**config.mk**
```make
export PLATFORM = sky130hd
export DESIGN_NAME = fso_status_otp
export DESIGN_NICKNAME = d
export VERILOG_FILES = /design/src/core/fso_sync.v /design/src/core/fso_status_otp.v
export VERILOG_INCLUDE_DIRS = /design/src /design/src/core
export SDC_FILE = /design/constraint.sdc
export NUM_CORES = 1
export LEC_CHECK = 0
export ABC_AREA = 1
export BUFFER_PORTS_ARGS = -buffer_cell sky130_fd_sc_hd__clkbuf_2
export CAP_MARGIN = 20
export CORE_MARGIN = 1.5
export CORE_UTILIZATION = 57
export DETAILED_ROUTE_END_ITERATION = 10
export MAX_ROUTING_LAYER = met4
export PLACE_DENSITY = 0.84
export SLEW_MARGIN = 20
export SYNTH_ARGS = -nofsm -noshare
export SYNTH_HDL_FRONTEND = slang
export SYNTH_SLANG_ARGS = --single-unit
```
**constraint.sdc**
```tcl
create_clock -name clk -period 4.85 [get_ports clk]
set_input_delay 0.485 -clock clk [delete_from_list [all_inputs] [get_ports clk]]
set_output_delay 0.485 -clock clk [all_outputs]
set_load 0.02 [all_outputs]
```
**src/core/fso_defines.vh**
```
// constants for the flash status and security register read block
`ifndef FSO_DEFINES_VH
`define FSO_DEFINES_VH

// ----------------------------------------------------------------
// command codes
// ----------------------------------------------------------------
`define FSO_OPC_OTP_READ    8'h77
`define FSO_OPC_STAT_READ   8'h05
`define FSO_OPC_STAT_WRITE  8'h01
`define FSO_OPC_STAT2_WRITE 8'h31

// ----------------------------------------------------------------
// frame layout, counted in bytes since chip select fell, and bit positions in a byte
// ----------------------------------------------------------------
`define FSO_BYTE_OPCODE     3'h0
`define FSO_BYTE_ADDR_LAST  3'h3
`define FSO_BYTE_WDATA      3'h1
`define FSO_BYTE_OTP_DATA   3'h6
`define FSO_BIT_LAST        3'h7
`define FSO_BIT_FIRST       3'h0

// ----------------------------------------------------------------
// status byte one fields
// ----------------------------------------------------------------
`define FSO_ST1_LOCK        7
`define FSO_ST1_FAIL        5
`define FSO_ST1_WP          4
`define FSO_ST1_PROTECT     2
`define FSO_ST1_WEL         1
`define FSO_ST1_BUSY        0

// ----------------------------------------------------------------
// status byte two fields
// ----------------------------------------------------------------
`define FSO_ST2_RST_EN      4
`define FSO_ST2_BUSY        0

// ----------------------------------------------------------------
// widths, reset values and steps
// ----------------------------------------------------------------
`define FSO_OTP_AW          7
`define FSO_OTP_ADDR_RST    7'h00
`define FSO_OTP_ADDR_STEP   7'h01
`define FSO_BYTE_RST        8'h00
`define FSO_CNT_RST         3'h0
`define FSO_CNT_STEP        3'h1
// idle levels of cs_n, sck, si, wp_n
`define FSO_PIN_IDLE        4'h9

`endif

```
**src/core/fso_sync.v**
```verilog
// two flip-flop synchroniser for pins from outside the clock domain
`timescale 1ns/1ps

module fso_sync #(
  parameter WIDTH = 1
) (
  // clock and reset
  input  wire             clk,
  input  wire             rst_n,
  // asynchronous in, synchronous out
  input  wire [WIDTH-1:0] async_in,
  input  wire [WIDTH-1:0] rst_val,
  output reg  [WIDTH-1:0] sync_out
);

  reg [WIDTH-1:0] meta_reg;

  always @(posedge clk) begin
    if (!rst_n) begin
      meta_reg <= rst_val;
      sync_out <= rst_val;
    end else begin
      meta_reg <= async_in;
      sync_out <= meta_reg;
    end
  end

endmodule // fso_sync

```
**src/core/fso_status_otp.v**
```verilog
// serial flash status register and security register read logic
//
// Summary of operation
// - otp read: opcode 77h, three address bytes, two dummy bytes, then data
// - otp read address steps each byte and wraps from 7Fh to 00h freely
// - chip select rising at any bit ends otp read and floats output
// - status read: opcode 05h, then one status bit per clock
// - status byte one then byte two, msb first, repeating while selected
// - status contents recaptured for every byte sent, never frozen
// - status read is served at any time, even while busy
// - chip select rising at any bit ends status read and floats output
// - status write changes only lock bit 7 and array protect bit 2
// - lock set with protect pin asserted freezes the array protect bit
// - lock bit is cleared at power-up
// - with protect pin asserted lock may only go from zero to one
// - fail flag shows result of last program or erase, refreshed every time one ends without abort
// - fail flag is not set by an aborted program or erase
// - bit 4 reads zero while protect pin asserted, one otherwise
// - array protect bit one protects the whole array from program and erase
// - write latch clear rejects program, erase, otp program and status write
// - write latch is cleared at power-up and reset
// - write latch cleared when write-type operations complete or abort
// - incomplete or unknown opcode leaves a set write latch alone
// - bit 0 reads one while an internal operation runs
// - reserved bits 6 and 3 of byte one read zero
// - byte two: reset command enable in bit 4, busy copy in bit 0
`timescale 1ns/1ps
`include "fso_defines.vh"

module fso_status_otp #(
  // command codes for write enable and write disable
  parameter [7:0] OPC_WR_ENABLE  = 8'h06,
  parameter [7:0] OPC_WR_DISABLE = 8'h04
) (
  // clock and reset
  input  wire                    clk,
  input  wire                    rst_n,
  // serial pins
  input  wire                    cs_n,
  input  wire                    sck,
  input  wire                    si,
  input  wire                    wp_n,
  output reg                     so,
  output reg                     so_oe_n,
  // security register read port
  output reg  [`FSO_OTP_AW-1:0]  otp_addr,
  input  wire [7:0]              otp_data,
  // program and erase engine
  input  wire                    op_busy,
  input  wire                    op_end,
  input  wire                    op_failed,
  input  wire                    op_aborted,
  input  wire                    hold_abort,
  // protection state
  output reg                     array_protect_bit,
  output reg                     write_latch_bit,
  output reg                     write_allowed,
  output reg                     reset_cmd_enable,
  output reg  [7:0]              status_byte_one
);

  // ----------------------------------------------------------------
  // pin synchronisers
  // ----------------------------------------------------------------
  wire [3:0] pin_sync;
  wire       cs_n_s;
  wire       sck_s;
  wire       si_s;
  wire       wp_n_s;

  fso_sync #(
    .WIDTH (4)
  ) u_sync (
    .clk      (clk),
    .rst_n    (rst_n),
    .async_in ({cs_n, sck, si, wp_n}),
    .rst_val  (`FSO_PIN_IDLE),
    .sync_out (pin_sync)
  );

  assign cs_n_s = pin_sync[3];
  assign sck_s  = pin_sync[2];
  assign si_s   = pin_sync[1];
  assign wp_n_s = pin_sync[0];

  // ----------------------------------------------------------------
  // edge detection
  // ----------------------------------------------------------------
  reg  sck_d_reg;
  reg  cs_n_d_reg;
  wire selected;
  wire sck_rise;
  wire sck_fall;
  wire cs_rise;

  always @(posedge clk) begin
    if (!rst_n) begin
      sck_d_reg  <= 1'b0;
      cs_n_d_reg <= 1'b1;
    end else begin
      sck_d_reg  <= sck_s;
      cs_n_d_reg <= cs_n_s;
    end
  end

  // clock edges count only while selected, so reset levels cannot fake one
  assign selected = !cs_n_s;
  assign sck_rise = selected && sck_s && !sck_d_reg;
  assign sck_fall = selected && !sck_s && sck_d_reg;
  assign cs_rise  = cs_n_s && !cs_n_d_reg;

  // ----------------------------------------------------------------
  // frame counters and input shifter
  // ----------------------------------------------------------------
  reg [2:0] bit_cnt_reg;
  reg [2:0] byte_cnt_reg;
  reg [7:0] shift_in_reg;
  reg [7:0] opcode_reg;
  reg [7:0] wdata_reg;
  reg       wdata_ok_reg;
  wire [7:0] byte_in;
  wire       byte_done;
  wire       opcode_full;
  wire       otp_load;

  assign byte_in     = {shift_in_reg[6:0], si_s};
  assign byte_done   = sck_rise && (bit_cnt_reg == `FSO_BIT_LAST);
  assign opcode_full = (byte_cnt_reg != `FSO_BYTE_OPCODE);

  always @(posedge clk) begin
    if (!rst_n) begin
      bit_cnt_reg  <= `FSO_CNT_RST;
      byte_cnt_reg <= `FSO_CNT_RST;
      shift_in_reg <= `FSO_BYTE_RST;
      opcode_reg   <= `FSO_BYTE_RST;
      wdata_reg    <= `FSO_BYTE_RST;
      wdata_ok_reg <= 1'b0;
      otp_addr     <= `FSO_OTP_ADDR_RST;
    end else if (!selected) begin
      bit_cnt_reg  <= `FSO_CNT_RST;
      byte_cnt_reg <= `FSO_CNT_RST;
      shift_in_reg <= `FSO_BYTE_RST;
      if (!cs_rise) begin
        opcode_reg   <= `FSO_BYTE_RST;
        wdata_ok_reg <= 1'b0;
      end
    end else begin
      if (sck_rise) begin
        shift_in_reg <= byte_in;
        bit_cnt_reg  <= bit_cnt_reg + `FSO_CNT_STEP;
      end
      if (byte_done && byte_cnt_reg != `FSO_BYTE_OTP_DATA) begin
        byte_cnt_reg <= byte_cnt_reg + `FSO_CNT_STEP;
      end
      if (byte_done && byte_cnt_reg == `FSO_BYTE_OPCODE) begin
        opcode_reg <= byte_in;
      end
      // only the first data byte counts, later ones are ignored
      if (byte_done && byte_cnt_reg == `FSO_BYTE_WDATA) begin
        wdata_reg    <= byte_in;
        wdata_ok_reg <= 1'b1;
      end
      if (byte_done && byte_cnt_reg == `FSO_BYTE_ADDR_LAST &&
          opcode_reg == `FSO_OPC_OTP_READ) begin
        otp_addr <= byte_in[`FSO_OTP_AW-1:0];
      end else if (sck_fall && otp_load) begin
        otp_addr <= otp_addr + `FSO_OTP_ADDR_STEP;
      end
    end
  end

  // ----------------------------------------------------------------
  // command decode
  // ----------------------------------------------------------------
  reg is_stat_read;
  reg is_otp_read;
  reg is_stat_write;
  reg is_stat2_write;
  reg is_wr_enable;
  reg is_wr_disable;

  // a cut opcode leaves the register cleared, which matches no command
  always @* begin
    is_stat_read   = 1'b0;
    is_otp_read    = 1'b0;
    is_stat_write  = 1'b0;
    is_stat2_write = 1'b0;
    is_wr_enable   = 1'b0;
    is_wr_disable  = 1'b0;
    case (opcode_reg)
      `FSO_OPC_STAT_READ: begin
        is_stat_read = 1'b1;
      end
      `FSO_OPC_OTP_READ: begin
        is_otp_read = 1'b1;
      end
      `FSO_OPC_STAT_WRITE: begin
        is_stat_write = 1'b1;
      end
      `FSO_OPC_STAT2_WRITE: begin
        is_stat2_write = 1'b1;
      end
      OPC_WR_ENABLE: begin
        is_wr_enable = 1'b1;
      end
      OPC_WR_DISABLE: begin
        is_wr_disable = 1'b1;
      end
      default: begin
        is_stat_read = 1'b0;
      end
    endcase
  end

  // ----------------------------------------------------------------
  // serial output
  // ----------------------------------------------------------------
  reg  [7:0] out_sh_reg;
  reg        st_sel_reg;
  reg        lock_reg;
  reg        protect_reg;
  reg        fail_reg;
  reg        wel_reg;
  reg        rst_en_reg;
  wire       at_byte_start;
  wire       stat_load;
  wire [7:0] stat_one_now;
  wire [7:0] stat_two_now;
  wire [7:0] load_byte;

  assign stat_one_now = {lock_reg, 1'b0, fail_reg, wp_n_s,
                         1'b0, protect_reg, wel_reg, op_busy};
  assign stat_two_now = {3'h0, rst_en_reg, 3'h0, op_busy};

  assign at_byte_start = (bit_cnt_reg == `FSO_BIT_FIRST);
  // status read is served regardless of busy
  assign stat_load = at_byte_start && opcode_full &&
                     is_stat_read;
  assign otp_load  = at_byte_start && byte_cnt_reg == `FSO_BYTE_OTP_DATA &&
                     is_otp_read;
  // byte picked at the moment it starts, so each pass is fresh
  assign load_byte = otp_load ? otp_data :
                     (st_sel_reg ? stat_two_now : stat_one_now);

  always @(posedge clk) begin
    if (!rst_n) begin
      so         <= 1'b0;
      so_oe_n    <= 1'b1;
      out_sh_reg <= `FSO_BYTE_RST;
      st_sel_reg <= 1'b0;
    end else if (!selected) begin
      so         <= 1'b0;
      so_oe_n    <= 1'b1;
      st_sel_reg <= 1'b0;
    end else if (sck_fall) begin
      if (stat_load || otp_load) begin
        so         <= load_byte[7];
        out_sh_reg <= {load_byte[6:0], 1'b0};
        so_oe_n    <= 1'b0;
        if (stat_load) begin
          st_sel_reg <= !st_sel_reg;
        end
      end else if (!so_oe_n) begin
        so         <= out_sh_reg[7];
        out_sh_reg <= {out_sh_reg[6:0], 1'b0};
      end
    end
  end

  // ----------------------------------------------------------------
  // status bits
  // ----------------------------------------------------------------
  wire aligned_end;
  wire stat_wr_end;
  wire stat2_wr_end;
  wire wr_commit;
  wire lock_frozen;

  // write commits only on a byte boundary after a whole data byte
  assign aligned_end  = cs_rise && wdata_ok_reg &&
                        (bit_cnt_reg == `FSO_BIT_FIRST);
  assign stat_wr_end  = cs_rise && is_stat_write;
  assign stat2_wr_end = cs_rise && is_stat2_write;
  assign wr_commit    = aligned_end && wel_reg;
  // lock set and pin asserted: whole write has no effect
  assign lock_frozen  = lock_reg && !wp_n_s;

  always @(posedge clk) begin
    if (!rst_n) begin
      lock_reg    <= 1'b0;
      protect_reg <= 1'b0;
      fail_reg    <= 1'b0;
      wel_reg     <= 1'b0;
      rst_en_reg  <= 1'b0;
    end else begin
      if (stat_wr_end && wr_commit && !lock_frozen) begin
        protect_reg <= wdata_reg[`FSO_ST1_PROTECT];
        if (wp_n_s || wdata_reg[`FSO_ST1_LOCK]) begin
          lock_reg <= wdata_reg[`FSO_ST1_LOCK];
        end
      end
      if (stat2_wr_end && wr_commit) begin
        rst_en_reg <= wdata_reg[`FSO_ST2_RST_EN];
      end
      if (op_end && !op_aborted) begin
        fail_reg <= op_failed;
      end
      // clears need a whole opcode; the engine reports its own ends
      if (op_end || hold_abort || stat_wr_end || stat2_wr_end) begin
        wel_reg <= 1'b0;
      end
      if (cs_rise && opcode_full && is_wr_disable) begin
        wel_reg <= 1'b0;
      end
      // set placed last so it wins over a clear in the same cycle
      if (cs_rise && opcode_full && is_wr_enable &&
          bit_cnt_reg == `FSO_BIT_FIRST) begin
        wel_reg <= 1'b1;
      end
    end
  end

  // ----------------------------------------------------------------
  // registered state outputs
  // ----------------------------------------------------------------
  always @(posedge clk) begin
    if (!rst_n) begin
      array_protect_bit <= 1'b0;
      write_latch_bit   <= 1'b0;
      write_allowed     <= 1'b0;
      reset_cmd_enable  <= 1'b0;
      status_byte_one   <= `FSO_BYTE_RST;
    end else begin
      array_protect_bit <= protect_reg;
      write_latch_bit   <= wel_reg;
      write_allowed     <= wel_reg && !protect_reg;
      reset_cmd_enable  <= rst_en_reg;
      status_byte_one   <= stat_one_now;
    end
  end

endmodule // fso_status_otp

```
==> qor.csv, run 1 <==
stage;metric;value;unit
worst_hold_path;hold path endpoint;u_sync.meta_reg[2];
route;Initial DRT Pass Iterations;4;
sta;Final setup viols;0;
sta;final worst-path cycle share;51.66;%
setup_path;Max stage delay cell, worst path;nor2_1;
power_and_ir_drop;pwr dens;296.6;mW/mm^2
synthesis;Synth top area share;42.47;%
cells_and_area;max FFs per register;8;
global_routing;global route overflow;0;
clock_tree;clock tree buffer depth;2;
synthesis;cell taking the most area after synthesis;dfxtp_1;
worst_hold_path;Hold Crit Class;in2reg;
floorplan;Initial Utilization;59.62;%
sta;Max Slew Vio Count;0;
sta;setup ws final;2.344;ns
cells_and_area;antenna cells;0;
synthesis;most numerous cell in the Yosys netlist;nand2_1;
floorplan;num ports;40;
sta;Final Hold Vio Count;0;
synthesis;syn_area_per_cell;7.060;um^2
floorplan;Rows;26;
sta;actual slew at the worst max-slew pin;0.8269;ns
setup_path;Startpoint Class;input pin;
worst_hold_path;Worst Hold Depth;3;
sta;unrepaired setup endpoints after global routing;false;
run_status;status;completed;
setup_path;CP max FO;30;
clock_tree;Gates resized, CTS repair;0;
floorplan;Die ar.;0.005825;mm^2
setup_path;element type at the critical path end;register;
clock_tree;CTS tree;done;
floorplan;Core ar.;0.005140;mm^2
route;Vias per Instance;5.039;
worst_hold_path;min-delay src;sck;
placed_design;routability cong.;0.9026;
setup_path;Crit path required time;5.12;ns
floorplan;DIE WIDTH;76.32;um
synthesis;Seq cells post-synth;65;
global_routing;first-pass GRT wire length;10920;um
route;Post-Route WL;6583;um
synthesis;Post-synth ARST share;0;%
cells_and_area;share of layout cells above drive strength 1;15.79;%
sta;clock skew;0.009332;ns
setup_path;largest stage delay on the critical path;0.81;ns
cells_and_area;fin util;67.16;%
setup_path;worst r2r dst;otp_addr[0];
route;post-route ant nets;0;
floorplan;Die Y;76.32;um
setup_path;Worst Path Arrival;2.77;ns
setup_path;crit path cell chain;clkbuf_2 -> clkinv_1 -> nor2_1 -> o21ai_0 -> a31oi_1;
synthesis;top post-synthesis cells by area;dfxtp_1 (42%), nand2_1 (12%), inv_1 (7.7%);
route;wire per inst;12.08;um
clock_tree;clock-pin slew on the worst setup and hold paths;0.07;ns
clock_tree;htree depth;3;
global_routing;initial antenna violation count;0;
cells_and_area;final-layout fill cell count;471;
cells_and_area;synth-to-layout area growth;12.66;%
sta;min Tclk post-route;2.506;ns
synthesis;Syn Inst Count;434;
cells_and_area;multi-input logic area;0.001434;mm^2
sta;setup TNS;0;ns
synthesis;post-synth cell types;33;
route;DR vias;2746;
global_routing;vias in the first global route;2490;
power_and_ir_drop;leakage;1.634;nW
route;Remaining DRCs;0;
setup_path;kind of critical path;in2reg;
global_routing;GRT Total Usage;24.56;%
synthesis;register area share after synthesis;42.47;%
placed_design;Post-Place Setup Slack;1.992;ns
setup_path;CP Launch Point;rst_n;
route;DR iter-0 viols;206;
synthesis;Syn. warnings;0;
clock_tree;TritonCTS buffer count;9;
cells_and_area;Nets;498;
synthesis;predominant post-synthesis flop cell;dfxtp_1;
global_routing;largest net degree at the start of global routing;31;
placed_design;Detail Placement HPWL;4708;um
placed_design;DP Area;0.003263;mm^2
clock_tree;clk sink count;65;
clock_tree;Post-CTS Setup Bufs;0;
clock_tree;Root Buffer;clkbuf_8;
setup_path;Crit Reg-Reg Startpoint;bit_cnt_reg[0];
placed_design;Port Buf Inserts;37;
setup_path;FF-to-FF setup slack;3.00;ns
synthesis;mapped cell area;0.003064;mm^2
synthesis;most frequent cells after synthesis;nand2_1 (102), dfxtp_1 (65), inv_1 (63);
cells_and_area;register area;0.001301;mm^2
synthesis;EDFF count, synth;0;
cells_and_area;fin area;0.003452;mm^2
clock_tree;Hold Buf Count CTS;0;
setup_path;Reg2Reg Depth;11;
power_and_ir_drop;Max VDD drop;193.5;uV
clock_tree;Skew-Pair Late Insertion Delay;0.34;ns
job;max-cap viol count;0;
sta;Rel. slew slack;44.67;%
sta;Fmax;399.1;MHz
[layer usage]
metal	global-route usage (%)	vias to the layer above	wire length, um
li1	-	1414	-
met1	29.62	1230	2929
met2	38.04	83	3072
met3	6.467	19	396
met4	12.22	0	184
met5	-	-	0
[how the worst max path moves through the flow]
stage,endpoint,slack [ns],cells past startpoint
detailed placement,byte_cnt_reg[2],1.99,5
finish,byte_cnt_reg[2],2.34,5
floorplan,out_sh_reg[4],3.30,10
CTS,byte_cnt_reg[2],2.35,5
global route,byte_cnt_reg[2],2.03,5
global placement,byte_cnt_reg[2],2.12,5
[cells in the final DEF (no fill, tap or decap), types with 2 or more instances in the layout]
cell type | netlist | layout
nand2_1 | 102 | 102
dfxtp_1 | 65 | 65
inv_1 | 63 | 63
nor2_1 | 62 | 62
clkbuf_2 | 0 | 37
o21ai_0 | 25 | 25
a21oi_1 | 24 | 24
nand3_1 | 13 | 13
nand4_1 | 10 | 10
clkbuf_8 | 0 | 10
ha_1 | 9 | 9
nand2_2 | 7 | 7
o22ai_1 | 6 | 6
nor2_4 | 5 | 5
o21ai_1 | 5 | 5
inv_2 | 4 | 4
or2_2 | 4 | 4
xor2_1 | 3 | 3
clkbuf_1 | 4 | 3
nand3_4 | 2 | 2
xnor2_1 | 2 | 2
conb_1 | 1 | 2
clkinv_2 | 0 | 2
[layout make-up]
type / instances / share of cell area [%]
well taps: 70 / 2.537
clock inverters: 3 / 1.160
clock buffers: 13 / 4.313
repair buffers: 37 / 5.364
inverters: 68 / 7.394
flip-flops and latches: 65 / 37.69
multi-input cells: 289 / 41.54
[power breakdown]
group / total, W / internal (W) / switching [W]
clock network: 0.000450 / 0.000250 / 0.000200
registers: 0.000542 / 0.000539 / 0.00000291
logic: 0.0000315 / 0.0000113 / 0.0000202
[critical path, delay by kind of cell]
kind	cells	cell delay, ns
and+or+nand+nor	1	0.81
buffers and inverters	2	1.04
AOI/OAI and AO/OA	2	0.44
[metrics by stage]
stage | instances | power, W | hold slack, ns
after floorplan | 435 | 0.0005744 | 0.3905
after global placement | 529 | 0.0005849 | 0.3946
after detailed placement | 529 | 0.0005857 | 0.4016
after CTS | 545 | 0.001028 | 0.3143
after global routing | 545 | 0.001058 | 0.3225
final | 545 | 0.001024 | 0.3204
[cell families (layout without fill, tap and decap cells)]
logic type | count (synthesis) | after routing | synth area share, %
DFF | 65 | 65 | 42.47
adders and majority gates | 9 | 9 | 3.675
other | 1 | 2 | 0.1224
xor gates and xnor gates | 5 | 5 | 1.429
and+or+nand+nor | 212 | 212 | 31.20
buffers and inverters | 81 | 121 | 10.86
AOI/OAI and AO/OA | 61 | 61 | 10.25
No activity file was read; power rests on OpenSTA's default activity.
==> run 2, diff against run 1 <==
--- a/config.mk
+++ b/config.mk
@@ -10,10 +10,10 @@
 export BUFFER_PORTS_ARGS = -buffer_cell sky130_fd_sc_hd__clkbuf_2
 export CAP_MARGIN = 20
 export CORE_MARGIN = 1.5
-export CORE_UTILIZATION = 57
+export CORE_UTILIZATION = 52
 export DETAILED_ROUTE_END_ITERATION = 10
 export MAX_ROUTING_LAYER = met4
-export PLACE_DENSITY = 0.84
+export PLACE_DENSITY = 0.81
 export SLEW_MARGIN = 20
 export SYNTH_ARGS = -nofsm -noshare
 export SYNTH_HDL_FRONTEND = slang
==> constraint.sdc (replaced) <==
create_clock -name clk -period 2.2 [get_ports clk]
set_input_delay 0.22 -clock clk [delete_from_list [all_inputs] [get_ports clk]]
set_output_delay 0.22 -clock clk [all_outputs]
set_load 0.02 [all_outputs]
==> qor.csv, run 2 (synthesis results as in run 1) <==
stage;metric;value;unit;change
global_routing;GRT Total Usage;24.61;%;was 24.56%
cells_and_area;synth-to-layout area growth;14.78;%;was 12.66%
cells_and_area;Nets;501;;was 498
global_routing;global route overflow;0;;unchanged
clock_tree;Post-CTS Setup Bufs;0;;unchanged
cells_and_area;commonest non-fill, non-tap cell in the layout;nand2_1;;unchanged
setup_path;Crit Reg-Reg Startpoint;byte_cnt_reg[0];;was bit_cnt_reg[0]
floorplan;Initial Utilization;54.64;%;was 59.62%
clock_tree;Root Buffer;clkbuf_8;;unchanged
route;Post-Route WL;6754;um;was 6583 um
cells_and_area;commonest non-fill, non-tap cells in the layout;nand2_1 (102), dfxtp_1 (65), inv_1 (63);;unchanged
floorplan;Die Y;79.77;um;was 76.32 um
global_routing;largest net degree at the start of global routing;30;;was 31
worst_hold_path;Hold Crit Class;in2reg;;unchanged
global_routing;vias in the first global route;2581;;was 2490
setup_path;Max stage delay cell, worst path;dfxtp_1;;was nor2_1
placed_design;Port Buf Inserts;37;;unchanged
floorplan;Rows;27;;was 26
clock_tree;CTS tree;done;;unchanged
clock_tree;Hold Buf Count CTS;0;;unchanged
floorplan;Die ar.;0.006362;mm^2;was 0.005825 mm^2
floorplan;DIE WIDTH;79.77;um;was 76.32 um
setup_path;Worst Path Arrival;2.04;ns;was 2.77 ns
setup_path;largest stage delay on the critical path;0.33;ns;was 0.81 ns
cells_and_area;max FFs per register;8;;unchanged
setup_path;element type at the critical path end;register;;unchanged
setup_path;kind of critical path;reg2reg;;was in2reg
worst_hold_path;Worst Hold Depth;3;;unchanged
cells_and_area;antenna cells;0;;unchanged
power_and_ir_drop;Max VDD drop;524.3;uV;was 193.5 uV
clock_tree;Skew-Pair Late Insertion Delay;0.34;ns;about the same
sta;unrepaired setup endpoints after global routing;false;;unchanged
clock_tree;Gates resized, CTS repair;0;;unchanged
global_routing;first-pass GRT wire length;11510;um;was 10920 um
clock_tree;TritonCTS buffer count;9;;unchanged
sta;Fmax;555.7;MHz;
setup_path;FF-to-FF setup slack;0.40;ns;was 3.00 ns
setup_path;Reg2Reg Depth;11;;unchanged
route;DR vias;2757;;was 2746
placed_design;Detail Placement HPWL;4953;um;was 4708 um
setup_path;Startpoint Class;register;;was input pin
sta;final worst-path cycle share;81.80;%;
route;DR iter-0 viols;184;;was 206
setup_path;worst r2r dst;otp_addr[0];;unchanged
sta;Final setup viols;0;;unchanged
clock_tree;htree depth;3;;unchanged
setup_path;CP max FO;10;;was 30
sta;setup TNS;0;ns;unchanged
placed_design;routability cong.;0.9603;;was 0.9026
run_status;status;completed;;unchanged
sta;setup ws final;0.4003;ns;was 2.344 ns
sta;Max Slew Vio Count;0;;unchanged
sta;clock skew;0.01182;ns;was 0.009332 ns
route;wire per inst;12.28;um;was 12.08 um
route;Remaining DRCs;0;;unchanged
floorplan;Core ar.;0.005608;mm^2;was 0.005140 mm^2
worst_hold_path;min-delay src;sck;;unchanged
placed_design;Post-Place Setup Slack;0.4260;ns;was 1.992 ns
job;max-cap viol count;0;;unchanged
route;post-route ant nets;0;;unchanged
clock_tree;clock-pin slew on the worst setup and hold paths;0.07;ns;about the same
clock_tree;clk sink count;65;;unchanged
clock_tree;clock tree buffer depth;2;;unchanged
power_and_ir_drop;leakage;1.667;nW;was 1.634 nW
worst_hold_path;hold path endpoint;u_sync.meta_reg[2];;unchanged
setup_path;Crit path required time;2.44;ns;was 5.12 ns
sta;min Tclk post-route;1.800;ns;
cells_and_area;share of layout cells above drive strength 1;16.95;%;was 15.79%
floorplan;num ports;40;;unchanged
route;Vias per Instance;5.013;;was 5.039
sta;Final Hold Vio Count;0;;unchanged
power_and_ir_drop;pwr dens;687.8;mW/mm^2;was 296.6 mW/mm^2
setup_path;crit path cell chain;inv_1 -> ha_1 -> nand2_1 -> nor2_4 -> nand3_4 -> inv_2 -> nand2_2 -> nand2_2 -> nand3_1 -> nand2_1 -> nor2_1;;was clkbuf_2 -> clkinv_1 -> nor2_1 -> o21ai_0 -> a31oi_1
route;Initial DRT Pass Iterations;5;;was 4
placed_design;DP Area;0.003288;mm^2;was 0.003263 mm^2
cells_and_area;fin area;0.003517;mm^2;was 0.003452 mm^2
global_routing;initial antenna violation count;0;;unchanged
## run 2: cell types whose count changed in the layout (fill, tap and decap cells not counted), sizes merged
cell / previous run / this run
buf: 0 / 3
clkbuf: 50 / 48
clkinvlp: 0 / 1
bufinv: 1 / 2
## run 2: worst max-delay path: cells and delay by family, from the launching register on
family | cells | cell delay (ns)
and+or+nand+nor | 8 | 0.95
adders and majority gates | 1 | 0.16
DFF | 1 | 0.33
buffers and inverters | 2 | 0.25
## run 2: how the worst max path moves through the flow
stage | from | slack, ns | to | depth (start not counted)
3_5_place_dp | byte_cnt_reg[0] | 0.43 | otp_addr[0] | 11
3_3_place_gp | byte_cnt_reg[0] | 0.53 | otp_addr[0] | 11
2_1_floorplan | byte_cnt_reg[0] | 0.65 | out_sh_reg[4] | 10
5_1_grt | byte_cnt_reg[0] | 0.20 | otp_addr[0] | 11
4_1_cts | byte_cnt_reg[0] | 0.42 | otp_addr[0] | 11
6_report | byte_cnt_reg[0] | 0.40 | otp_addr[0] | 11
## run 2: through the flow
step	total power, W	instances	util [%]	hold WS (ns)
4_1_cts	0.002433	550	62.72	0.04542
3_5_place_dp	0.001296	534	58.63	0.4013
2_1_floorplan	0.001266	435	-	0.3135
6_report	0.002419	550	62.72	0.05566
3_3_place_gp	0.001295	534	58.63	0.3939
5_1_grt	0.002510	550	62.72	0.03979
## run 2: layout make-up
cell class,instances,area (um^2)
Clock inverter,5,77.57
Sequential cell,65,1301
Multi-Input combinational cell,289,1434
Timing Repair Buffer,40,207.7
Tap cell,72,90.09
Fill cell,496,2091
Inverter,68,255.2
Clock buffer,11,151.4
## run 2: power by group
part | switching (W) | total, W | internal, W
clock network | 0.000455 | 0.00115 | 0.000696
registers | 0.00000692 | 0.00120 | 0.00119
logic | 0.0000457 | 0.0000734 | 0.0000277
total | 0.000507 | 0.00242 | 0.00191
## run 2: metal layers
metal	track usage [%]	part of all wire, %	wire (um)
met2	39.75	48	3209
met4	7.414	1.5	98
met3	8.800	6.4	435
met1	28.82	45	3011
met5	-	0	0
==> run 3, diff against run 2 <==
--- a/config.mk
+++ b/config.mk
@@ -6,14 +6,14 @@
 export SDC_FILE = /design/constraint.sdc
 export NUM_CORES = 1
 export LEC_CHECK = 0
-export ABC_AREA = 1
+export ABC_AREA = 0
 export BUFFER_PORTS_ARGS = -buffer_cell sky130_fd_sc_hd__clkbuf_2
 export CAP_MARGIN = 20
 export CORE_MARGIN = 1.5
-export CORE_UTILIZATION = 52
+export CORE_UTILIZATION = 57
 export DETAILED_ROUTE_END_ITERATION = 10
 export MAX_ROUTING_LAYER = met4
-export PLACE_DENSITY = 0.81
+export PLACE_DENSITY = 0.84
 export SLEW_MARGIN = 20
 export SYNTH_ARGS = -nofsm -noshare
 export SYNTH_HDL_FRONTEND = slang
==> constraint.sdc (replaced) <==
create_clock -name clk -period 1.7 [get_ports clk]
set_input_delay 0.17 -clock clk [delete_from_list [all_inputs] [get_ports clk]]
set_output_delay 0.17 -clock clk [all_outputs]
set_load 0.02 [all_outputs]
==> qor.csv, run 3 <==
stage;metric;value;unit;change
run_status;status;complete, but fails checks;;was completed
run_status;failing checks;negative setup slack;;
synthesis;most frequent cells after synthesis;dfxtp_1 (65), nand2_1 (45), a21oi_1 (33);;was nand2_1 (102), dfxtp_1 (65), inv_1 (63)
sta;unrepaired setup endpoints after global routing;true;;was false
floorplan;Core ar.;0.004817;mm^2;was 0.005608 mm^2
global_routing;largest net degree at the start of global routing;19;;was 30
floorplan;Die ar.;0.005514;mm^2;was 0.006362 mm^2
setup_path;CP delay by family, top;simple AND/OR/NAND/NOR gates;;unchanged
power_and_ir_drop;pwr dens;777.0;mW/mm^2;was 687.8 mW/mm^2
sta;setup ws final;-0.3516;ns;was 0.4003 ns
setup_path;CP max FO;3;;was 10
floorplan;Die Y;74.26;um;was 79.77 um
clock_tree;Root Buffer;clkbuf_8;;unchanged
synthesis;register area share after synthesis;44.96;%;was 42.47%
synthesis;Seq cells post-synth;65;;unchanged
synthesis;syn_area_per_cell;8.665;um^2;was 7.060 um^2
cells_and_area;multi-input logic area;0.001710;mm^2;was 0.001434 mm^2
synthesis;post-synth cell types;45;;was 33
synthesis;EDFF count, synth;0;;unchanged
cells_and_area;commonest non-fill, non-tap cell in the layout;dfxtp_1;;was nand2_1
route;Initial DRT Pass Iterations;6;;was 5
placed_design;Cells after DPL;459;;was 534
route;wire per inst;20.48;um;was 12.28 um
synthesis;top post-synthesis cells by area;dfxtp_1 (45%), nand2_1 (5.8%), a21oi_1 (5.7%);;was dfxtp_1 (42%), nand2_1 (12%), inv_1 (7.7%)
route;Remaining DRCs;0;;unchanged
floorplan;Rows;25;;was 27
setup_path;CP bufs+invs;1;;was 2
cells_and_area;commonest non-fill, non-tap cells in the layout;dfxtp_1 (57), buf_4 (44), nand2_1 (43);;was nand2_1 (102), dfxtp_1 (65), inv_1 (63)
sta;setup TNS;-3.116;ns;was 0 ns
power_and_ir_drop;Max VDD drop;751.3;uV;was 524.3 uV
clock_tree;Hold Buf Count CTS;0;;unchanged
placed_design;routability cong.;0.9272;;was 0.9603
sta;final worst-path cycle share;120.7;%;was 81.80%
route;post-route ant nets;0;;unchanged
setup_path;Crit path required time;1.95;ns;was 2.44 ns
placed_design;Detail Placement HPWL;5402;um;was 4953 um
clock_tree;clock-pin slew on the worst setup and hold paths;0.07;ns;about the same
cells_and_area;register area;0.001311;mm^2;was 0.001301 mm^2
clock_tree;clock tree buffer depth;2;;unchanged
global_routing;initial antenna violation count;1;;was 0
setup_path;element type at the critical path end;register;;unchanged
job;max-cap viol count;0;;unchanged
synthesis;Synth top area share;44.96;%;was 42.47%
clock_tree;CTS tree;done;;unchanged
route;DR iter-0 viols;281;;was 184
clock_tree;htree depth;3;;unchanged
sta;min Tclk post-route;2.052;ns;was 1.800 ns
cells_and_area;Layout Cells excl Fill;487;;was 550
cells_and_area;final-layout fill cell count;274;;was 496
power_and_ir_drop;leakage;1.513;nW;was 1.667 nW
route;WL met1;3445;um;was 3011 um
cells_and_area;synth-to-layout area growth;35.02;%;was 14.78%
setup_path;kind of critical path;reg2reg;;unchanged
global_routing;GRT Total Usage;33.85;%;was 24.61%
sta;Final Hold Vio Count;0;;unchanged
synthesis;mapped cell area;0.002894;mm^2;was 0.003064 mm^2
setup_path;largest stage delay on the critical path;0.43;ns;was 0.33 ns
setup_path;critical path's most frequent cell;or3b_4;;
route;Post-Route WL;9976;um;was 6754 um
placed_design;Port Buf Inserts;37;;unchanged
clock_tree;TritonCTS buffer count;9;;unchanged
sta;clock skew;0.007511;ns;was 0.01182 ns
setup_path;crit path cell chain;or3b_4 -> or3b_4 -> buf_4 -> nor2_1 -> o211ai_1 -> a311oi_2;;was inv_1 -> ha_1 -> nand2_1 -> nor2_4 -> nand3_4 -> inv_2 -> nand2_2 -> nand2_2 -> nand3_1 -> nand2_1 -> nor2_1
route;Vias per Instance;6.400;;was 5.013
sta;Final setup viols;19;;was 0
route;met3 wire length;1117;um;was 435 um
synthesis;Post-synth ARST share;0;%;unchanged
clock_tree;Skew-Pair Late Insertion Delay;0.35;ns;was 0.34 ns
cells_and_area;share of layout cells above drive strength 1;35.56;%;was 16.95%
route;DR vias;3117;;was 2757
global_routing;vias in the first global route;2857;;was 2581
sta;Fmax;487.4;MHz;was 555.7 MHz
synthesis;Syn. warnings;0;;unchanged
setup_path;Worst Path Arrival;2.30;ns;was 2.04 ns
setup_path;Startpoint Class;register;;unchanged
clock_tree;clk sink count;65;;unchanged
route;Top Layer Used;met4;;unchanged
sta;Max Slew Vio Count;0;;unchanged
cells_and_area;Nets;442;;was 501
floorplan;num ports;40;;unchanged
global_routing;first-pass GRT wire length;13470;um;was 11510 um
cells_and_area;max FFs per register;8;;unchanged
setup_path;Max stage delay cell, worst path;or3b_4;;was dfxtp_1
worst_hold_path;Hold Crit Class;in2reg;;unchanged
synthesis;Syn Inst Count;334;;was 434
synthesis;cell taking the most area after synthesis;dfxtp_1;;unchanged
route;met2 WL;4686;um;was 3209 um
floorplan;Initial Utilization;60.08;%;was 54.64%
global_routing;global route overflow;0;;unchanged
floorplan;DIE WIDTH;74.26;um;was 79.77 um
synthesis;predominant post-synthesis flop cell;dfxtp_1;;unchanged
synthesis;most numerous cell in the Yosys netlist;dfxtp_1;;was nand2_1
-- run 3: cell count changes in the layout (fill, tap and decap cells not counted), moves of 7 or more --
cell	delta
nand2_1	-59
inv_1	-52
buf_4	+41
nor2_1	-41
o21ai_0	-20
nand2b_1	+12
and2_1	+11
dfxtp_1	-8
dfxtp_2	+8
nand4_1	-8
mux2i_1	+7
-- run 3: worst register-to-register path: stages, from the launching register on --
cell	delay, ns
dfxtp_2	0.33
or3b_4	0.40
or3b_4	0.43
buf_4	0.17
nor2_1	0.12
o211ai_1	0.15
a311oi_2	0.33
-- run 3: worst paths after layout --
check                      from                 end  slack, ns  depth (start not counted)
min reg2reg  u_sync.meta_reg[2]  u_sync.sync_out[2]       0.44                          1
min                        wp_n  u_sync.meta_reg[0]      0.003                          2
max               opcode_reg[3]       out_sh_reg[5]      -0.35                          6
max reg2reg       opcode_reg[3]       out_sh_reg[5]      -0.35                          6
-- run 3: power breakdown --
part / internal (W) / total [W] / switching, W
logic: 0.0000444 / 0.000115 / 0.0000707
clock network: 0.000796 / 0.00137 / 0.000577
registers: 0.00154 / 0.00155 / 0.00000982
-- run 3: routing by layer --
metal,global-route usage (%),up-vias
li1,-,1334
met1,34.15,1425
met2,55.46,273
met3,13.28,85
met4,19.80,0
met5,-,-
-- run 3: kinds of logic (layout without fill, tap and decap cells) --
family	Yosys count	after routing	synth area share (%)
AO/OA/AOI/OAI	68	68	15.18
XOR/XNOR	4	4	1.210
adder cells (fa/ha/maj)	9	9	3.891
buffers and inverters	27	111	4.194
flip-flops	65	65	44.96
multiplexers	7	7	2.421
other	1	3	0.1296
AND/OR/NAND/NOR	153	153	28.02
-- run 3: what timing repair did --
action,CTS,global route
buffers inserted,3,9
pin swaps,5,17
setup endpoints to repair,19,29
cloned,0,0
hold endpoints to repair,0,0
resized for setup,14,42
-- run 3: layout make-up --
type	instances	share of cell area [%]
Clock buffer	14	4.419
Multi-Input combinational cell	243	43.77
Inverter	12	1.153
Antenna cell	1	0.06404
Tap cell	67	2.145
Timing Repair Buffer	83	13.99
Clock inverter	2	0.8966
Sequential cell	65	33.56
-- run 3: through the flow --
stage          hold WS, ns  cell area, um^2  worst slack, ns  utilization (%)  total power (W)
2_1_floorplan       0.2430             2912          -0.1462                -         0.001634
3_3_place_gp        0.3588             3376         -0.08243            70.08         0.001681
3_5_place_dp        0.3589             3376          -0.1165            70.08         0.001683
4_1_cts           0.001339             3661          -0.1579            76.00         0.003032
5_1_grt           0.003477             3908          -0.3495            81.12         0.003118
6_report          0.002524             3908          -0.3516            81.12         0.003036
